## config.mk

```make
export PLATFORM = sky130hd
export DESIGN_NAME = host_port_channel_status_regs
export DESIGN_NICKNAME = d
export VERILOG_FILES = /design/src/rtl/host_port_pkg.sv /design/src/rtl/host_port_channel_status_regs.sv
export SDC_FILE = /design/constraint.sdc
export NUM_CORES = 1
export LEC_CHECK = 0
export BUFFER_PORTS_ARGS = -buffer_cell sky130_fd_sc_hd__buf_2
export CAP_MARGIN = 5
export CORE_UTILIZATION = 46
export CTS_CLUSTER_DIAMETER = 150
export DETAILED_ROUTE_END_ITERATION = 10
export GPL_TIMING_DRIVEN = 0
export PLACE_DENSITY = 0.62
export SETUP_SLACK_MARGIN = 0.5
export SLEW_MARGIN = 0
export SYNTH_ARGS = -nofsm -noshare
export SYNTH_HDL_FRONTEND = slang
export SYNTH_SLANG_ARGS = --single-unit
export TNS_END_PERCENT = 1
```

## constraint.sdc

```tcl
create_clock -name clock_in -period 2.4 [get_ports clock_in]
set_input_delay 0 -clock clock_in [delete_from_list [all_inputs] [get_ports clock_in]]
set_output_delay 0 -clock clock_in [all_outputs]
set_load 0.02 [all_outputs]
```

## src/rtl/host_port_pkg.sv

```systemverilog
// Purpose: shared constants and carriers for the two-channel host port
// Assumes: 8-bit host bus, slave strobes are one-cycle pulses on clock_in
// Notes:   slave register indices select the buffers and status registers
package host_port_pkg;
  localparam int          DATA_W       = 8;
  localparam int          FIFO_DEPTH   = 4;
  localparam int          SLV_ADDR_W   = 3;
  // slave-side register indices
  localparam logic [2:0]  SLV_CH1_IN   = 3'h0;
  localparam logic [2:0]  SLV_CH1_OUT  = 3'h1;
  localparam logic [2:0]  SLV_CH1_STAT = 3'h2;
  localparam logic [2:0]  SLV_CH2_IN   = 3'h3;
  localparam logic [2:0]  SLV_CH2_OUT  = 3'h4;
  localparam logic [2:0]  SLV_CH2_STAT = 3'h5;
  // status field layout
  localparam int          ST_CMD_BIT   = 3;
  localparam int          ST_IBF_BIT   = 1;
  localparam int          ST_OBF_BIT   = 0;
  localparam logic [7:0]  ST_USER_MASK = 8'hf4;
  localparam logic [7:0]  ST_RESET     = 8'h00;
  localparam logic [7:0]  UNMAPPED_RD  = 8'h00;
  localparam logic [7:0]  HOST_IDLE    = 8'h00;
  // fast gate command codes and data bit
  localparam logic [7:0]  CMD_GATE     = 8'hd1;
  localparam logic [7:0]  CMD_NULL     = 8'hff;
  localparam int          GATE_BIT     = 1;
  localparam logic        GATE_RESET   = 1'b1;
  localparam logic [1:0]  SYNC_IDLE    = 2'h3;

  // one host write, captured at the strobe's rising edge
  typedef struct packed {
    logic              chan2;
    logic              addr;
    logic [7:0]        data;
  } host_event_t;

  typedef struct packed {
    logic [1:0]        sel1_sync;
    logic [1:0]        sel2_sync;
    logic [1:0]        rd_sync;
    logic [1:0]        wr_sync;
    logic [1:0]        addr_sync;
    logic [1:0]        stby_sync;
    logic [1:0][7:0]   data_sync;
    logic              rd_prev;
    logic              wr_prev;
    logic              wr_cap_valid;
    host_event_t       wr_cap;
    logic              pend_valid;
    host_event_t       pend;
    logic              rd_tgt1;
    logic              rd_tgt2;
    logic [7:0]        chan1_host_in_buffer;
    logic [7:0]        chan1_host_out_buffer;
    logic [7:0]        chan1_status;
    logic [7:0]        chan2_host_in_buffer;
    logic [7:0]        chan2_host_out_buffer;
    logic [7:0]        chan2_status;
    logic              gate_armed;
    logic              gate_out;
    logic              fge_prev;
    logic [7:0]        host_dout;
    logic              host_oe_n;
    logic [7:0]        slave_rdata;
  } hp_state_t;
endpackage

```

## src/rtl/host_port_channel_status_regs.sv

```systemverilog
// Purpose: host port buffers, status flags and fast gate decode
// Assumes: host pins are asynchronous; slave strobes are single-cycle pulses
// Notes:   host writes queue through a small fifo before touching the flags
//
// Functional notes
// - user status bits slave writable, host read-only
// - channel-1 status clears on reset and standby
// - command, input-full, output-full bits not writable
// - slave zero clears output-full, one ignored
// - channel-1 host write copies address bit
// - channel-1 host write sets input-full
// - channel-1 slave input read clears input-full
// - input-full flags drive slave interrupt requests
// - channel-1 slave output write sets output-full
// - channel-1 host output read clears output-full
// - fast gate mode alters input-full behaviour
// - channel-2 input: host writes, slave reads
// - channel-2 host write latches data and address
// - buffers have no defined reset value
// - channel-2 output: slave read-write, host reads
// - channel-2 output drives host bus on read
// - channel-2 status clears on reset and standby
// - channel-2 command flag follows address bit
// - channel-2 host write sets input-full
// - channel-2 slave input read clears input-full
// - channel-2 slave output write sets output-full
// - channel-2 output-full cleared by host read, slave zero
// - address high reads status, low reads output
// - fast gate decodes d1 then drives data bit
`timescale 1ns/100ps

// small fifo; the drain side may stall so the queue really fills
module hp_event_fifo #(
  parameter int WIDTH = 10,
  parameter int DEPTH = 4
) (
  input  wire logic             clock_in,
  input  wire logic             sys_rst_in,
  input  wire logic             in_valid_in,
  output logic                  in_ready_out,
  input  wire logic [WIDTH-1:0] in_data_in,
  output logic                  out_valid_out,
  input  wire logic             out_ready_in,
  output logic      [WIDTH-1:0] out_data_out
);
  localparam int PTR_W = $clog2(DEPTH);
  typedef struct packed {
    logic [DEPTH-1:0][WIDTH-1:0] mem;
    logic [PTR_W-1:0]            wr_ptr;
    logic [PTR_W-1:0]            rd_ptr;
    logic [PTR_W:0]              count;
  } fifo_state_t;
  fifo_state_t st_reg;
  fifo_state_t st_next;
  logic        push;
  logic        pop;
  // handshakes come straight from the count
  assign in_ready_out  = st_reg.count != (PTR_W+1)'(DEPTH);
  assign out_valid_out = st_reg.count != '0;
  assign out_data_out  = st_reg.mem[st_reg.rd_ptr];
  assign push          = in_valid_in && in_ready_out;
  assign pop           = out_valid_out && out_ready_in;
  always_comb begin
    st_next = st_reg;
    if (push) begin
      st_next.mem[st_reg.wr_ptr] = in_data_in;
      st_next.wr_ptr             = st_reg.wr_ptr + 1'b1;
    end
    st_next.rd_ptr = st_reg.rd_ptr + PTR_W'(pop);
    st_next.count = st_reg.count + (PTR_W+1)'(push) - (PTR_W+1)'(pop);
    // storage keeps its contents; pointers and count restart
    if (sys_rst_in) begin
      st_next.wr_ptr = '0;
      st_next.rd_ptr = '0;
      st_next.count  = '0;
    end
  end
  always_ff @(posedge clock_in) begin
    st_reg <= st_next;
  end
endmodule

module host_port_channel_status_regs (
  input  wire logic       clock_in,
  input  wire logic       sys_rst_in,
  input  wire logic       hw_standby_n_in,
  input  wire logic       chan1_select_n_in,
  input  wire logic       chan2_select_n_in,
  input  wire logic       host_read_strobe_n_in,
  input  wire logic       host_write_strobe_n_in,
  input  wire logic       host_addr_bit_in,
  input  wire logic [7:0] host_data_in,
  output logic      [7:0] host_data_out,
  output logic            host_data_oe_n_out,
  output logic            host_wr_ready_out,
  input  wire logic       fast_gate_enable_in,
  input  wire logic [2:0] slave_addr_in,
  input  wire logic       slave_rd_in,
  input  wire logic       slave_wr_in,
  input  wire logic [7:0] slave_wdata_in,
  output logic      [7:0] slave_rdata_out,
  output logic            chan1_in_full_irq_out,
  output logic            chan2_in_full_irq_out,
  output logic            gate_a20_out
);
  host_port_pkg::hp_state_t   s;
  host_port_pkg::hp_state_t   n;
  host_port_pkg::host_event_t ev;
  logic                       fifo_in_ready;
  logic                       fifo_out_valid;
  logic                       fifo_out_ready;
  logic                       pop;
  logic                       sel1;
  logic                       sel2;
  logic                       haddr;
  logic                       wr_rise;
  logic                       rd_rise;
  logic                       slv_in_rd;
  // pin levels only from the second synchroniser stage
  assign sel1    = !s.sel1_sync[1];
  assign sel2    = !s.sel2_sync[1];
  assign haddr   = s.addr_sync[1];
  assign wr_rise = s.wr_sync[1] && !s.wr_prev;
  assign rd_rise = s.rd_sync[1] && !s.rd_prev;
  // a slave read of an input buffer stalls the drain, so the read's clear
  // and a queued write's set never meet in one cycle
  assign slv_in_rd = slave_rd_in &&
                     (slave_addr_in == host_port_pkg::SLV_CH1_IN ||
                      slave_addr_in == host_port_pkg::SLV_CH2_IN);
  assign fifo_out_ready = !slv_in_rd;
  assign pop            = fifo_out_valid && fifo_out_ready;
  hp_event_fifo #(
    .WIDTH ($bits(host_port_pkg::host_event_t)),
    .DEPTH (host_port_pkg::FIFO_DEPTH)
  ) u_fifo (
    .clock_in      (clock_in),
    .sys_rst_in    (sys_rst_in),
    .in_valid_in   (s.pend_valid),
    .in_ready_out  (fifo_in_ready),
    .in_data_in    (s.pend),
    .out_valid_out (fifo_out_valid),
    .out_ready_in  (fifo_out_ready),
    .out_data_out  (ev)
  );
  // outputs straight from state flops
  assign host_data_out         = s.host_dout;
  assign host_data_oe_n_out    = s.host_oe_n;
  assign host_wr_ready_out     = !s.pend_valid;
  assign slave_rdata_out       = s.slave_rdata;
  assign chan1_in_full_irq_out = s.chan1_status[host_port_pkg::ST_IBF_BIT];
  assign chan2_in_full_irq_out = s.chan2_status[host_port_pkg::ST_IBF_BIT];
  assign gate_a20_out          = s.gate_out;
  always_comb begin
    logic special;
    special = 1'b0;
    n = s;
    // two-stage synchronisers for every host pin
    n.sel1_sync = {s.sel1_sync[0], chan1_select_n_in};
    n.sel2_sync = {s.sel2_sync[0], chan2_select_n_in};
    n.rd_sync   = {s.rd_sync[0], host_read_strobe_n_in};
    n.wr_sync   = {s.wr_sync[0], host_write_strobe_n_in};
    n.addr_sync = {s.addr_sync[0], host_addr_bit_in};
    n.stby_sync = {s.stby_sync[0], hw_standby_n_in};
    n.data_sync = {s.data_sync[0], host_data_in};
    n.rd_prev   = s.rd_sync[1];
    n.wr_prev   = s.wr_sync[1];
    // capture the write while the strobe is low; it lands at the rising edge
    if (!s.wr_sync[1] && (sel1 || sel2)) begin
      n.wr_cap_valid = 1'b1;
      n.wr_cap.chan2 = !sel1;
      n.wr_cap.addr  = haddr;
      n.wr_cap.data  = s.data_sync[1];
    end
    if (s.pend_valid && fifo_in_ready) begin
      n.pend_valid = 1'b0;
    end
    if (wr_rise) begin
      n.wr_cap_valid = 1'b0;
      if (s.wr_cap_valid) begin
        n.pend_valid = 1'b1;
        n.pend       = s.wr_cap;
      end
    end
    // host read: status when address high, output buffer when low
    if (!s.rd_sync[1] && (sel1 || sel2)) begin
      n.host_oe_n = 1'b0;
      n.rd_tgt1   = sel1 && !haddr;
      n.rd_tgt2   = !sel1 && !haddr;
      if (sel1) begin
        n.host_dout = haddr ? s.chan1_status : s.chan1_host_out_buffer;
      end else begin
        n.host_dout = haddr ? s.chan2_status : s.chan2_host_out_buffer;
      end
    end else begin
      n.host_oe_n = 1'b1;
      n.host_dout = host_port_pkg::HOST_IDLE;
    end
    // output-full clears when the read strobe rises
    if (rd_rise) begin
      if (s.rd_tgt1) begin
        n.chan1_status[host_port_pkg::ST_OBF_BIT] = 1'b0;
      end
      if (s.rd_tgt2) begin
        n.chan2_status[host_port_pkg::ST_OBF_BIT] = 1'b0;
      end
      n.rd_tgt1 = 1'b0;
      n.rd_tgt2 = 1'b0;
    end
    // slave reads answer one cycle later; input reads clear input-full
    if (slave_rd_in) begin
      unique case (slave_addr_in)
        host_port_pkg::SLV_CH1_IN: begin
          n.slave_rdata = s.chan1_host_in_buffer;
          n.chan1_status[host_port_pkg::ST_IBF_BIT] = 1'b0;
        end
        host_port_pkg::SLV_CH1_OUT:  n.slave_rdata = s.chan1_host_out_buffer;
        host_port_pkg::SLV_CH1_STAT: n.slave_rdata = s.chan1_status;
        host_port_pkg::SLV_CH2_IN: begin
          n.slave_rdata = s.chan2_host_in_buffer;
          n.chan2_status[host_port_pkg::ST_IBF_BIT] = 1'b0;
        end
        host_port_pkg::SLV_CH2_OUT:  n.slave_rdata = s.chan2_host_out_buffer;
        host_port_pkg::SLV_CH2_STAT: n.slave_rdata = s.chan2_status;
        default:                     n.slave_rdata = host_port_pkg::UNMAPPED_RD;
      endcase
    end
    // slave writes; the set of output-full follows the host clear so it wins
    if (slave_wr_in) begin
      unique case (slave_addr_in)
        host_port_pkg::SLV_CH1_OUT: begin
          n.chan1_host_out_buffer = slave_wdata_in;
          n.chan1_status[host_port_pkg::ST_OBF_BIT] = 1'b1;
        end
        host_port_pkg::SLV_CH2_OUT: begin
          n.chan2_host_out_buffer = slave_wdata_in;
          n.chan2_status[host_port_pkg::ST_OBF_BIT] = 1'b1;
        end
        host_port_pkg::SLV_CH1_STAT: begin
          // user bits change and a zero clears output-full; a same-cycle flag clear is kept
          n.chan1_status = (n.chan1_status & ~host_port_pkg::ST_USER_MASK) |
                           (slave_wdata_in & host_port_pkg::ST_USER_MASK);
          if (!slave_wdata_in[host_port_pkg::ST_OBF_BIT]) begin
            n.chan1_status[host_port_pkg::ST_OBF_BIT] = 1'b0;
          end
        end
        host_port_pkg::SLV_CH2_STAT: begin
          n.chan2_status = (n.chan2_status & ~host_port_pkg::ST_USER_MASK) |
                           (slave_wdata_in & host_port_pkg::ST_USER_MASK);
          if (!slave_wdata_in[host_port_pkg::ST_OBF_BIT]) begin
            n.chan2_status[host_port_pkg::ST_OBF_BIT] = 1'b0;
          end
        end
        default: ; // input buffers and holes ignore writes; a same-cycle read stands
      endcase
    end
    // queued host write takes effect; standby and reset still override its input-full set
    if (pop) begin
      if (ev.chan2) begin
        n.chan2_host_in_buffer = ev.data;
        n.chan2_status[host_port_pkg::ST_CMD_BIT] = ev.addr;
        n.chan2_status[host_port_pkg::ST_IBF_BIT] = 1'b1;
      end else begin
        // fast gate: d1 arms, next data drives the gate, no firmware wake
        if (fast_gate_enable_in) begin
          if (ev.addr && ev.data == host_port_pkg::CMD_GATE) begin
            n.gate_armed = 1'b1;
            special      = 1'b1;
          end else if (!ev.addr && s.gate_armed) begin
            n.gate_out   = ev.data[host_port_pkg::GATE_BIT];
            n.gate_armed = 1'b0;
            special      = 1'b1;
          end else if (ev.addr && ev.data == host_port_pkg::CMD_NULL) begin
            n.gate_armed = 1'b0;
            special      = 1'b1;
          end else begin
            n.gate_armed = 1'b0;
          end
        end
        n.chan1_host_in_buffer = ev.data;
        n.chan1_status[host_port_pkg::ST_CMD_BIT] = ev.addr;
        if (!special) begin
          n.chan1_status[host_port_pkg::ST_IBF_BIT] = 1'b1;
        end
      end
    end
    // dropping the enable pulls the gate low and forgets a pending d1
    n.fge_prev = fast_gate_enable_in;
    if (!fast_gate_enable_in && s.fge_prev) begin
      n.gate_out   = 1'b0;
      n.gate_armed = 1'b0;
    end
    // standby clears both status registers
    if (!s.stby_sync[1]) begin
      n.chan1_status = host_port_pkg::ST_RESET;
      n.chan2_status = host_port_pkg::ST_RESET;
    end
    // reset: control state defined, data buffers left as they are
    if (sys_rst_in) begin
      n = '0;
      n.sel1_sync             = host_port_pkg::SYNC_IDLE;
      n.sel2_sync             = host_port_pkg::SYNC_IDLE;
      n.rd_sync               = host_port_pkg::SYNC_IDLE;
      n.wr_sync               = host_port_pkg::SYNC_IDLE;
      n.stby_sync             = host_port_pkg::SYNC_IDLE;
      n.rd_prev               = 1'b1;
      n.wr_prev               = 1'b1;
      n.host_oe_n             = 1'b1;
      n.gate_out              = host_port_pkg::GATE_RESET;
      n.chan1_status          = host_port_pkg::ST_RESET;
      n.chan2_status          = host_port_pkg::ST_RESET;
      n.chan1_host_in_buffer  = s.chan1_host_in_buffer;
      n.chan1_host_out_buffer = s.chan1_host_out_buffer;
      n.chan2_host_in_buffer  = s.chan2_host_in_buffer;
      n.chan2_host_out_buffer = s.chan2_host_out_buffer;
    end
  end
  always_ff @(posedge clock_in) begin
    s <= n;
  end
  property p_user_stable;
    @(posedge clock_in) disable iff (sys_rst_in)
    !(slave_wr_in && slave_addr_in == host_port_pkg::SLV_CH1_STAT) && s.stby_sync[1]
      |=> $stable(s.chan1_status & host_port_pkg::ST_USER_MASK);
  endproperty
  a_user_stable: assert property (p_user_stable) else $error("user bits changed");
  property p_standby_clear;
    @(posedge clock_in) disable iff (sys_rst_in)
    !s.stby_sync[1] |=> s.chan1_status == host_port_pkg::ST_RESET &&
                        s.chan2_status == host_port_pkg::ST_RESET;
  endproperty
  a_standby_clear: assert property (p_standby_clear) else $error("standby no clear");
  property p_obf_one_ignored;
    @(posedge clock_in) disable iff (sys_rst_in)
    slave_wr_in && slave_addr_in == host_port_pkg::SLV_CH1_STAT &&
      !s.chan1_status[host_port_pkg::ST_OBF_BIT]
      |=> !s.chan1_status[host_port_pkg::ST_OBF_BIT];
  endproperty
  a_obf_one_ignored: assert property (p_obf_one_ignored) else $error("flag set by write");
  property p_obf_zero_clear;
    @(posedge clock_in) disable iff (sys_rst_in)
    slave_wr_in && slave_addr_in == host_port_pkg::SLV_CH1_STAT &&
      !slave_wdata_in[host_port_pkg::ST_OBF_BIT]
      |=> !s.chan1_status[host_port_pkg::ST_OBF_BIT];
  endproperty
  a_obf_zero_clear: assert property (p_obf_zero_clear) else $error("zero did not clear");
  property p_ch1_write;
    @(posedge clock_in) disable iff (sys_rst_in)
    pop && !ev.chan2 && !fast_gate_enable_in && s.stby_sync[1]
      |=> s.chan1_status[host_port_pkg::ST_IBF_BIT] &&
          s.chan1_status[host_port_pkg::ST_CMD_BIT] == $past(ev.addr);
  endproperty
  a_ch1_write: assert property (p_ch1_write) else $error("ch1 write flags");
  property p_ch2_write;
    @(posedge clock_in) disable iff (sys_rst_in)
    pop && ev.chan2 && s.stby_sync[1]
      |=> s.chan2_status[host_port_pkg::ST_IBF_BIT] &&
          s.chan2_host_in_buffer == $past(ev.data) &&
          s.chan2_status[host_port_pkg::ST_CMD_BIT] == $past(ev.addr);
  endproperty
  a_ch2_write: assert property (p_ch2_write) else $error("ch2 write flags");
  property p_ch2_in_read;
    @(posedge clock_in) disable iff (sys_rst_in)
    slave_rd_in && slave_addr_in == host_port_pkg::SLV_CH2_IN
      |=> !s.chan2_status[host_port_pkg::ST_IBF_BIT] &&
          s.slave_rdata == $past(s.chan2_host_in_buffer);
  endproperty
  a_ch2_in_read: assert property (p_ch2_in_read) else $error("ch2 input read");
  property p_ch2_out_write;
    @(posedge clock_in) disable iff (sys_rst_in)
    slave_wr_in && slave_addr_in == host_port_pkg::SLV_CH2_OUT && s.stby_sync[1]
      |=> s.chan2_status[host_port_pkg::ST_OBF_BIT] &&
          s.chan2_host_out_buffer == $past(slave_wdata_in);
  endproperty
  a_ch2_out_write: assert property (p_ch2_out_write) else $error("ch2 output write");
  property p_ch2_host_read;
    @(posedge clock_in) disable iff (sys_rst_in)
    rd_rise && s.rd_tgt2 && !slave_wr_in
      |=> !s.chan2_status[host_port_pkg::ST_OBF_BIT];
  endproperty
  a_ch2_host_read: assert property (p_ch2_host_read) else $error("host read no clear");
  property p_ch2_drive;
    @(posedge clock_in) disable iff (sys_rst_in)
    !s.rd_sync[1] && !sel1 && sel2 && !haddr
      |=> !s.host_oe_n && s.host_dout == $past(s.chan2_host_out_buffer);
  endproperty
  a_ch2_drive: assert property (p_ch2_drive) else $error("ch2 output not driven");
  property p_gate_data;
    @(posedge clock_in) disable iff (sys_rst_in)
    pop && !ev.chan2 && !ev.addr && s.gate_armed && fast_gate_enable_in
      |=> s.gate_out == $past(ev.data[host_port_pkg::GATE_BIT]) ##0
          !s.chan1_status[host_port_pkg::ST_IBF_BIT] [*2];
  endproperty
  a_gate_data: assert property (p_gate_data) else $error("gate data wrong");
endmodule

```

* Word level (Yosys, flattened, before mapping) *
Index checks and enable logic that the tools add are counted.

storage, ports and cells
  output and inout bits = 21
  word-level logic and storage cells = 161
  flip-flop bits (word level) = 169
  input port bits = 30

operators by class
  reduce and logical (&&, ||, !) cells = 46
  order comparisons = 3
  $add $sub $neg = 4
  equal/unequal tests = 10
  bitwise logic cells = 6
  muxes and demuxes = 51

operator list
  operator                                                number
  one-hot mux 8 bit (6 select lines)                      1
  bitwise mux 40 bit                                      1
  two-way mux 1 bit                                       34
  two-way mux 8 bit                                       3
  two-way mux 11 bit                                      2
  binary-select mux 10 bit (select 2 bit)                 1
  demux 10 bit (select 2 bit)                             1
  two-way mux 10 bit                                      2
  equality test 8 bit (second input constant)             2
  bitwise OR 4 x 8 -> 8 bit                               2
  AND reduction 3 bit                                     5
  logical AND 1 bit                                       14
  logical NOT 1 bit                                       11
  OR reduction 2 bit                                      5
  two-way mux 4 bit                                       2
  equality test 3 x 2 -> 1 bit (second input constant)    2
  equality test 3 bit (second input constant)             2
  < comparator 2 x 3 -> 1 bit (second input constant)     2
  two-way mux 3 bit                                       2
  AND reduction 2 bit                                     3
  nonzero test 2 bit                                      3
  AND reduction 5 bit                                     1
  inequality test 2 x 1 -> 1 bit (second input constant)  2
  NOT 1 bit                                               4
  other kinds (11)                                        13

* Longest topological paths before layout *
  depth after elaboration = 13
  depth in mapped cells = 9
  depth with buffers taken out = 8

* Hierarchy *
Synthesis repeated with hierarchy kept, for this count alone.

unflattened totals
  cell total of the unflattened synthesis = 507
  area total of the unflattened synthesis = 6641.4 um2

modules (own cells, without submodules)
  module                         sequential area each (um2)  area each (um2)  cells each  instances
  host_port_channel_status_regs  2762.6                      4764.6           411         1
  hp_event_fifo                  1341.3                      1876.8           96          1

* Worst setup path after synthesis *
OpenSTA, ideal clock, no wires.

  kind = flip-flop to flip-flop
  start = register u_fifo.st_reg[3] (netlist name)
  end = register s[60] (netlist name) (enable)
  setup time = 0.373 ns
  required time = 2.027 ns
  cell stages (with the launch flop) = 4
  period minus slack after synthesis = 2.195 ns
  buffers on the path = 0
  path slack = 0.205 ns
  arrival time = 1.822 ns
  cells stage by stage = dfxtp_1 -> mux4_1 -> a211oi_2 -> nor2b_1

between the ends
  word-level cells in the longest chain between the ends = 4

RTL lines
  element                                   RTL line                              RTL
  start, declared                           host_port_channel_status_regs.sv:53   fifo_state_t st_reg;
  start signal, assigned                    host_port_channel_status_regs.sv:79   st_reg <= st_next;
  binary-select mux 10 bit (select 2 bit)   host_port_channel_status_regs.sv:60   assign out_data_out = st_reg.mem[st_reg.rd_ptr];
  two-way mux 10 bit (implied by the code)  host_port_channel_status_regs.sv:60
  NOT 1 bit (no line)                       --
  AND reduction 3 bit (no line)             --
  end signal, assigned                      host_port_channel_status_regs.sv:318  s <= n;
  end, declared                             host_port_channel_status_regs.sv:106  host_port_pkg::hp_state_t s;

No other way between the ends. The select of a mux whose other input is x is not followed.
A chain may end at the register's enable or synchronous reset.

==> impl_metrics.ini <==
[detailed_routing]
drt-initial-drc-count = 271
remaining_drc_errors = 0
avgViaCountPerCell = 5.284
drtPass1Iterations = 5
wirelength_um = 14320
antenna_left = 0
via_count = 4312
wl_per_cell_um = 17.55

[timing]
setup_violations = 0
max_freq_mhz = 502.3
hold_viol_final = 0
tightest_slew_ns = 0.8863
finalMaxSlewViolations = 0
rsz0062_at_grt = yes
period_share = 0.8295
min_period_ns = 1.991
max_slew_margin = 0.4069
fin_skew_ns = 0.01191

[yosys]
yosysMostFrequentCell = dfxtp_1
synthArstFlopShare = 0
synth_top_family_by_area = simple AND/OR/NAND/NOR gates
synthCells = 520
syn_area_per_cell_um2 = 12.59
synth_compound_area_frac = 0.06135
ys.flop_type = dfxtp_1
synthMuxAreaShare = 0.1208
synth_nets = 556
synth-warning-count = 0
synth_seq_cells = 169
ys_top_cells_by_count = dfxtp_1, edfxtp_1, nor2_1, nand2_1
synth-simple-area-share = 0.1311
yosys.area_share.xor_xnor = 0.008028
synth_adder_area_share = 0.01261
synth_top_cells_by_area = edfxtp_1, dfxtp_1, mux2i_1, mux4_2, nor2_1
syn_area_um2 = 6546
synth_top_area_frac = 0.3303
ys_seq_area_frac = 0.6269
netlist-cell-type-count = 46
synth-edff-count = 72
yosysTopAreaCell = edfxtp_1

[worst_setup_path]
cpPeakStageDelay_ns = 0.59
slowest_stage = mux4_2
r2r-start = u_fifo.st_reg[3]
critPathCaptureType = register
worstReg2RegEnd = chan1_in_full_irq_out
regToRegSetupSlack_ns = 0.41
cp.arrival_ns = 2.29
worst_setup_path_start_kind = register
critical_path_class = register to register
crit_chain = buf_6, mux4_2, nor4_4, nand2b_1, a21oi_1, a311o_1
cp_max_fo = 5
ff2ff_path_depth = 6
crit_start = u_fifo.st_reg[3]
worstPathRequired_ns = 2.70

[power]
powerDensity_nw_per_um2 = 888.8
static-leakage-power_uw = 0.003098
ir_drop_mv = 0.7105
power.total_uw = 7108

[cts]
cts_tree = built
cts_made_buffers = 17
cts_root_buf = clkbuf_16
path_clk_slew_ns = 0.06
worstSkewPairLatency_ns = 0.42
cts.sinks = 169
h-tree-depth = 4
clock_path_buffers = 2

[cells_and_area]
fill_cells = 1160
largest_reg_flops = 101
seq_area_um2 = 4108
layout-drive-gt1-share = 0.2327
diodes = 0
area_delta_synth_final_pct = 22.17
multi_input_area_um2 = 2228
fin_util = 0.5762
final_nets = 659

[job]
cap_violations = 0

[global_route]
grt_pass1_wl_um = 22450
grt.total_usage = 0.2089
grt_max_degree = 17
grt_pass1_vias = 4310
antenna_found_initial = 0
grt_overflow_total = 0

[floorplanning]
die_h_um = 121.3
dieArea_um2 = 14710
core.rowCount = 43
start_util = 0.4716
core_area_um2 = 13880
die_x_um = 121.3
pin_count = 51

[placement]
portBuffers = 48
place_hpwl_um = 9920
gp_congestion = 0.8513

[worst_hold_path]
min_to = s[44]
hold_depth = 4
hp-start = sys_rst_in
hold_path.class = primary input to register

[status]
status = complete, no violations
==> routing by layer <==
metal	vias to the layer above	share of wire	GRT usage
met2	115	0.52	0.3647
met3	23	0.039	0.05028
met5	-	0	0
li1	2053	-	-
met1	2121	0.42	0.2449
met4	0	0.023	0.08488
==> report_power, final <==
group	total (µW)	internal [µW]	switching, µW
sequential	3300	3180	110
combinational	1090	522	565
clock	2730	1640	1090
==> area by class of cell <==
| type | count | share of cell area |
|---|---|---|
| buffer | 41 | 0.02816 |
| clock buffer | 24 | 0.06555 |
| clock inverter | 8 | 0.01001 |
| inverter | 9 | 0.004224 |
| multi-input combinational | 301 | 0.2786 |
| sequential | 169 | 0.5136 |
| tap | 180 | 0.02816 |
| timing repair buffer | 84 | 0.07165 |
==> stage by stage <==
step / worst slack (ns) / cell area, µm² / hold WS, ns / TNS (ns) / instances
4_1_cts: 0.4053 / 7928 / 0.009816 / 0 / 809
3_3_place_gp: -0.2246 / 7027 / 0.1818 / -1.793 / 748
3_5_place_dp: 0.1541 / 7032 / 0.1874 / 0 / 748
2_1_floorplan: 0.4928 / 6561 / 0.09887 / 0 / 520
5_1_grt: 0.3551 / 7998 / 0.06657 / 0 / 816
6_report: 0.4092 / 7998 / 0.03534 / 0 / 816
==> worst max-delay path: cells and delay by family (launching register included) <==
family,cells,cell delay [ns]
compound gates,2,0.35
simple gates,2,0.45
flops,1,0.36
mux,1,0.59
buf+inv,1,0.13
==> cell families (layout without fill, tap and decap cells) <==
family,count (synthesis),after routing
and+or+nand+nor,173,173
AOI/OAI and AO/OA,64,64
xor gates and xnor gates,6,6
DFF,169,169
adders and majority gates,6,6
buffers and inverters,50,166
muxes,52,52
==> layout by cell type (no fill, tap or decap), types with 7 or more instances in the layout <==
cell           Yosys  layout
edfxtp_1          72      72
inv_1              8       8
and3_1             8       8
nand2b_1           8       8
a21oi_1           31      30
buf_2              1      51
a22oi_1            8       8
nor2b_1           31      30
nand2_1           33      33
nor3_1             8       7
clkbuf_16          0      19
nor2_1            52      51
dlygate4sd3_1      0      25
nand3_1           11      11
mux2i_1           28      28
dfxtp_1           97      96
or2_2             11      11
mux4_2            12      13
buf_4             16      27
clkbuf_1          20      21
o21ai_0            8       8
==> timing repair <==
action	CTS	global route
resized for setup	6	5
endpoints found under the hold margin	49	0
pin swaps	1	2
buffers inserted	4	7
setup endpoints to repair	35	69
hold buffers	25	0
==> worst max path at each step <==
stage                                       end
after floorplan           chan1_in_full_irq_out
after global routing      chan1_in_full_irq_out
after CTS                      u_fifo.st_reg[2]
after global placement                    s[55]
final                     chan1_in_full_irq_out
after detailed placement                  s[31]
No activity file was read; power rests on OpenSTA's default activity.
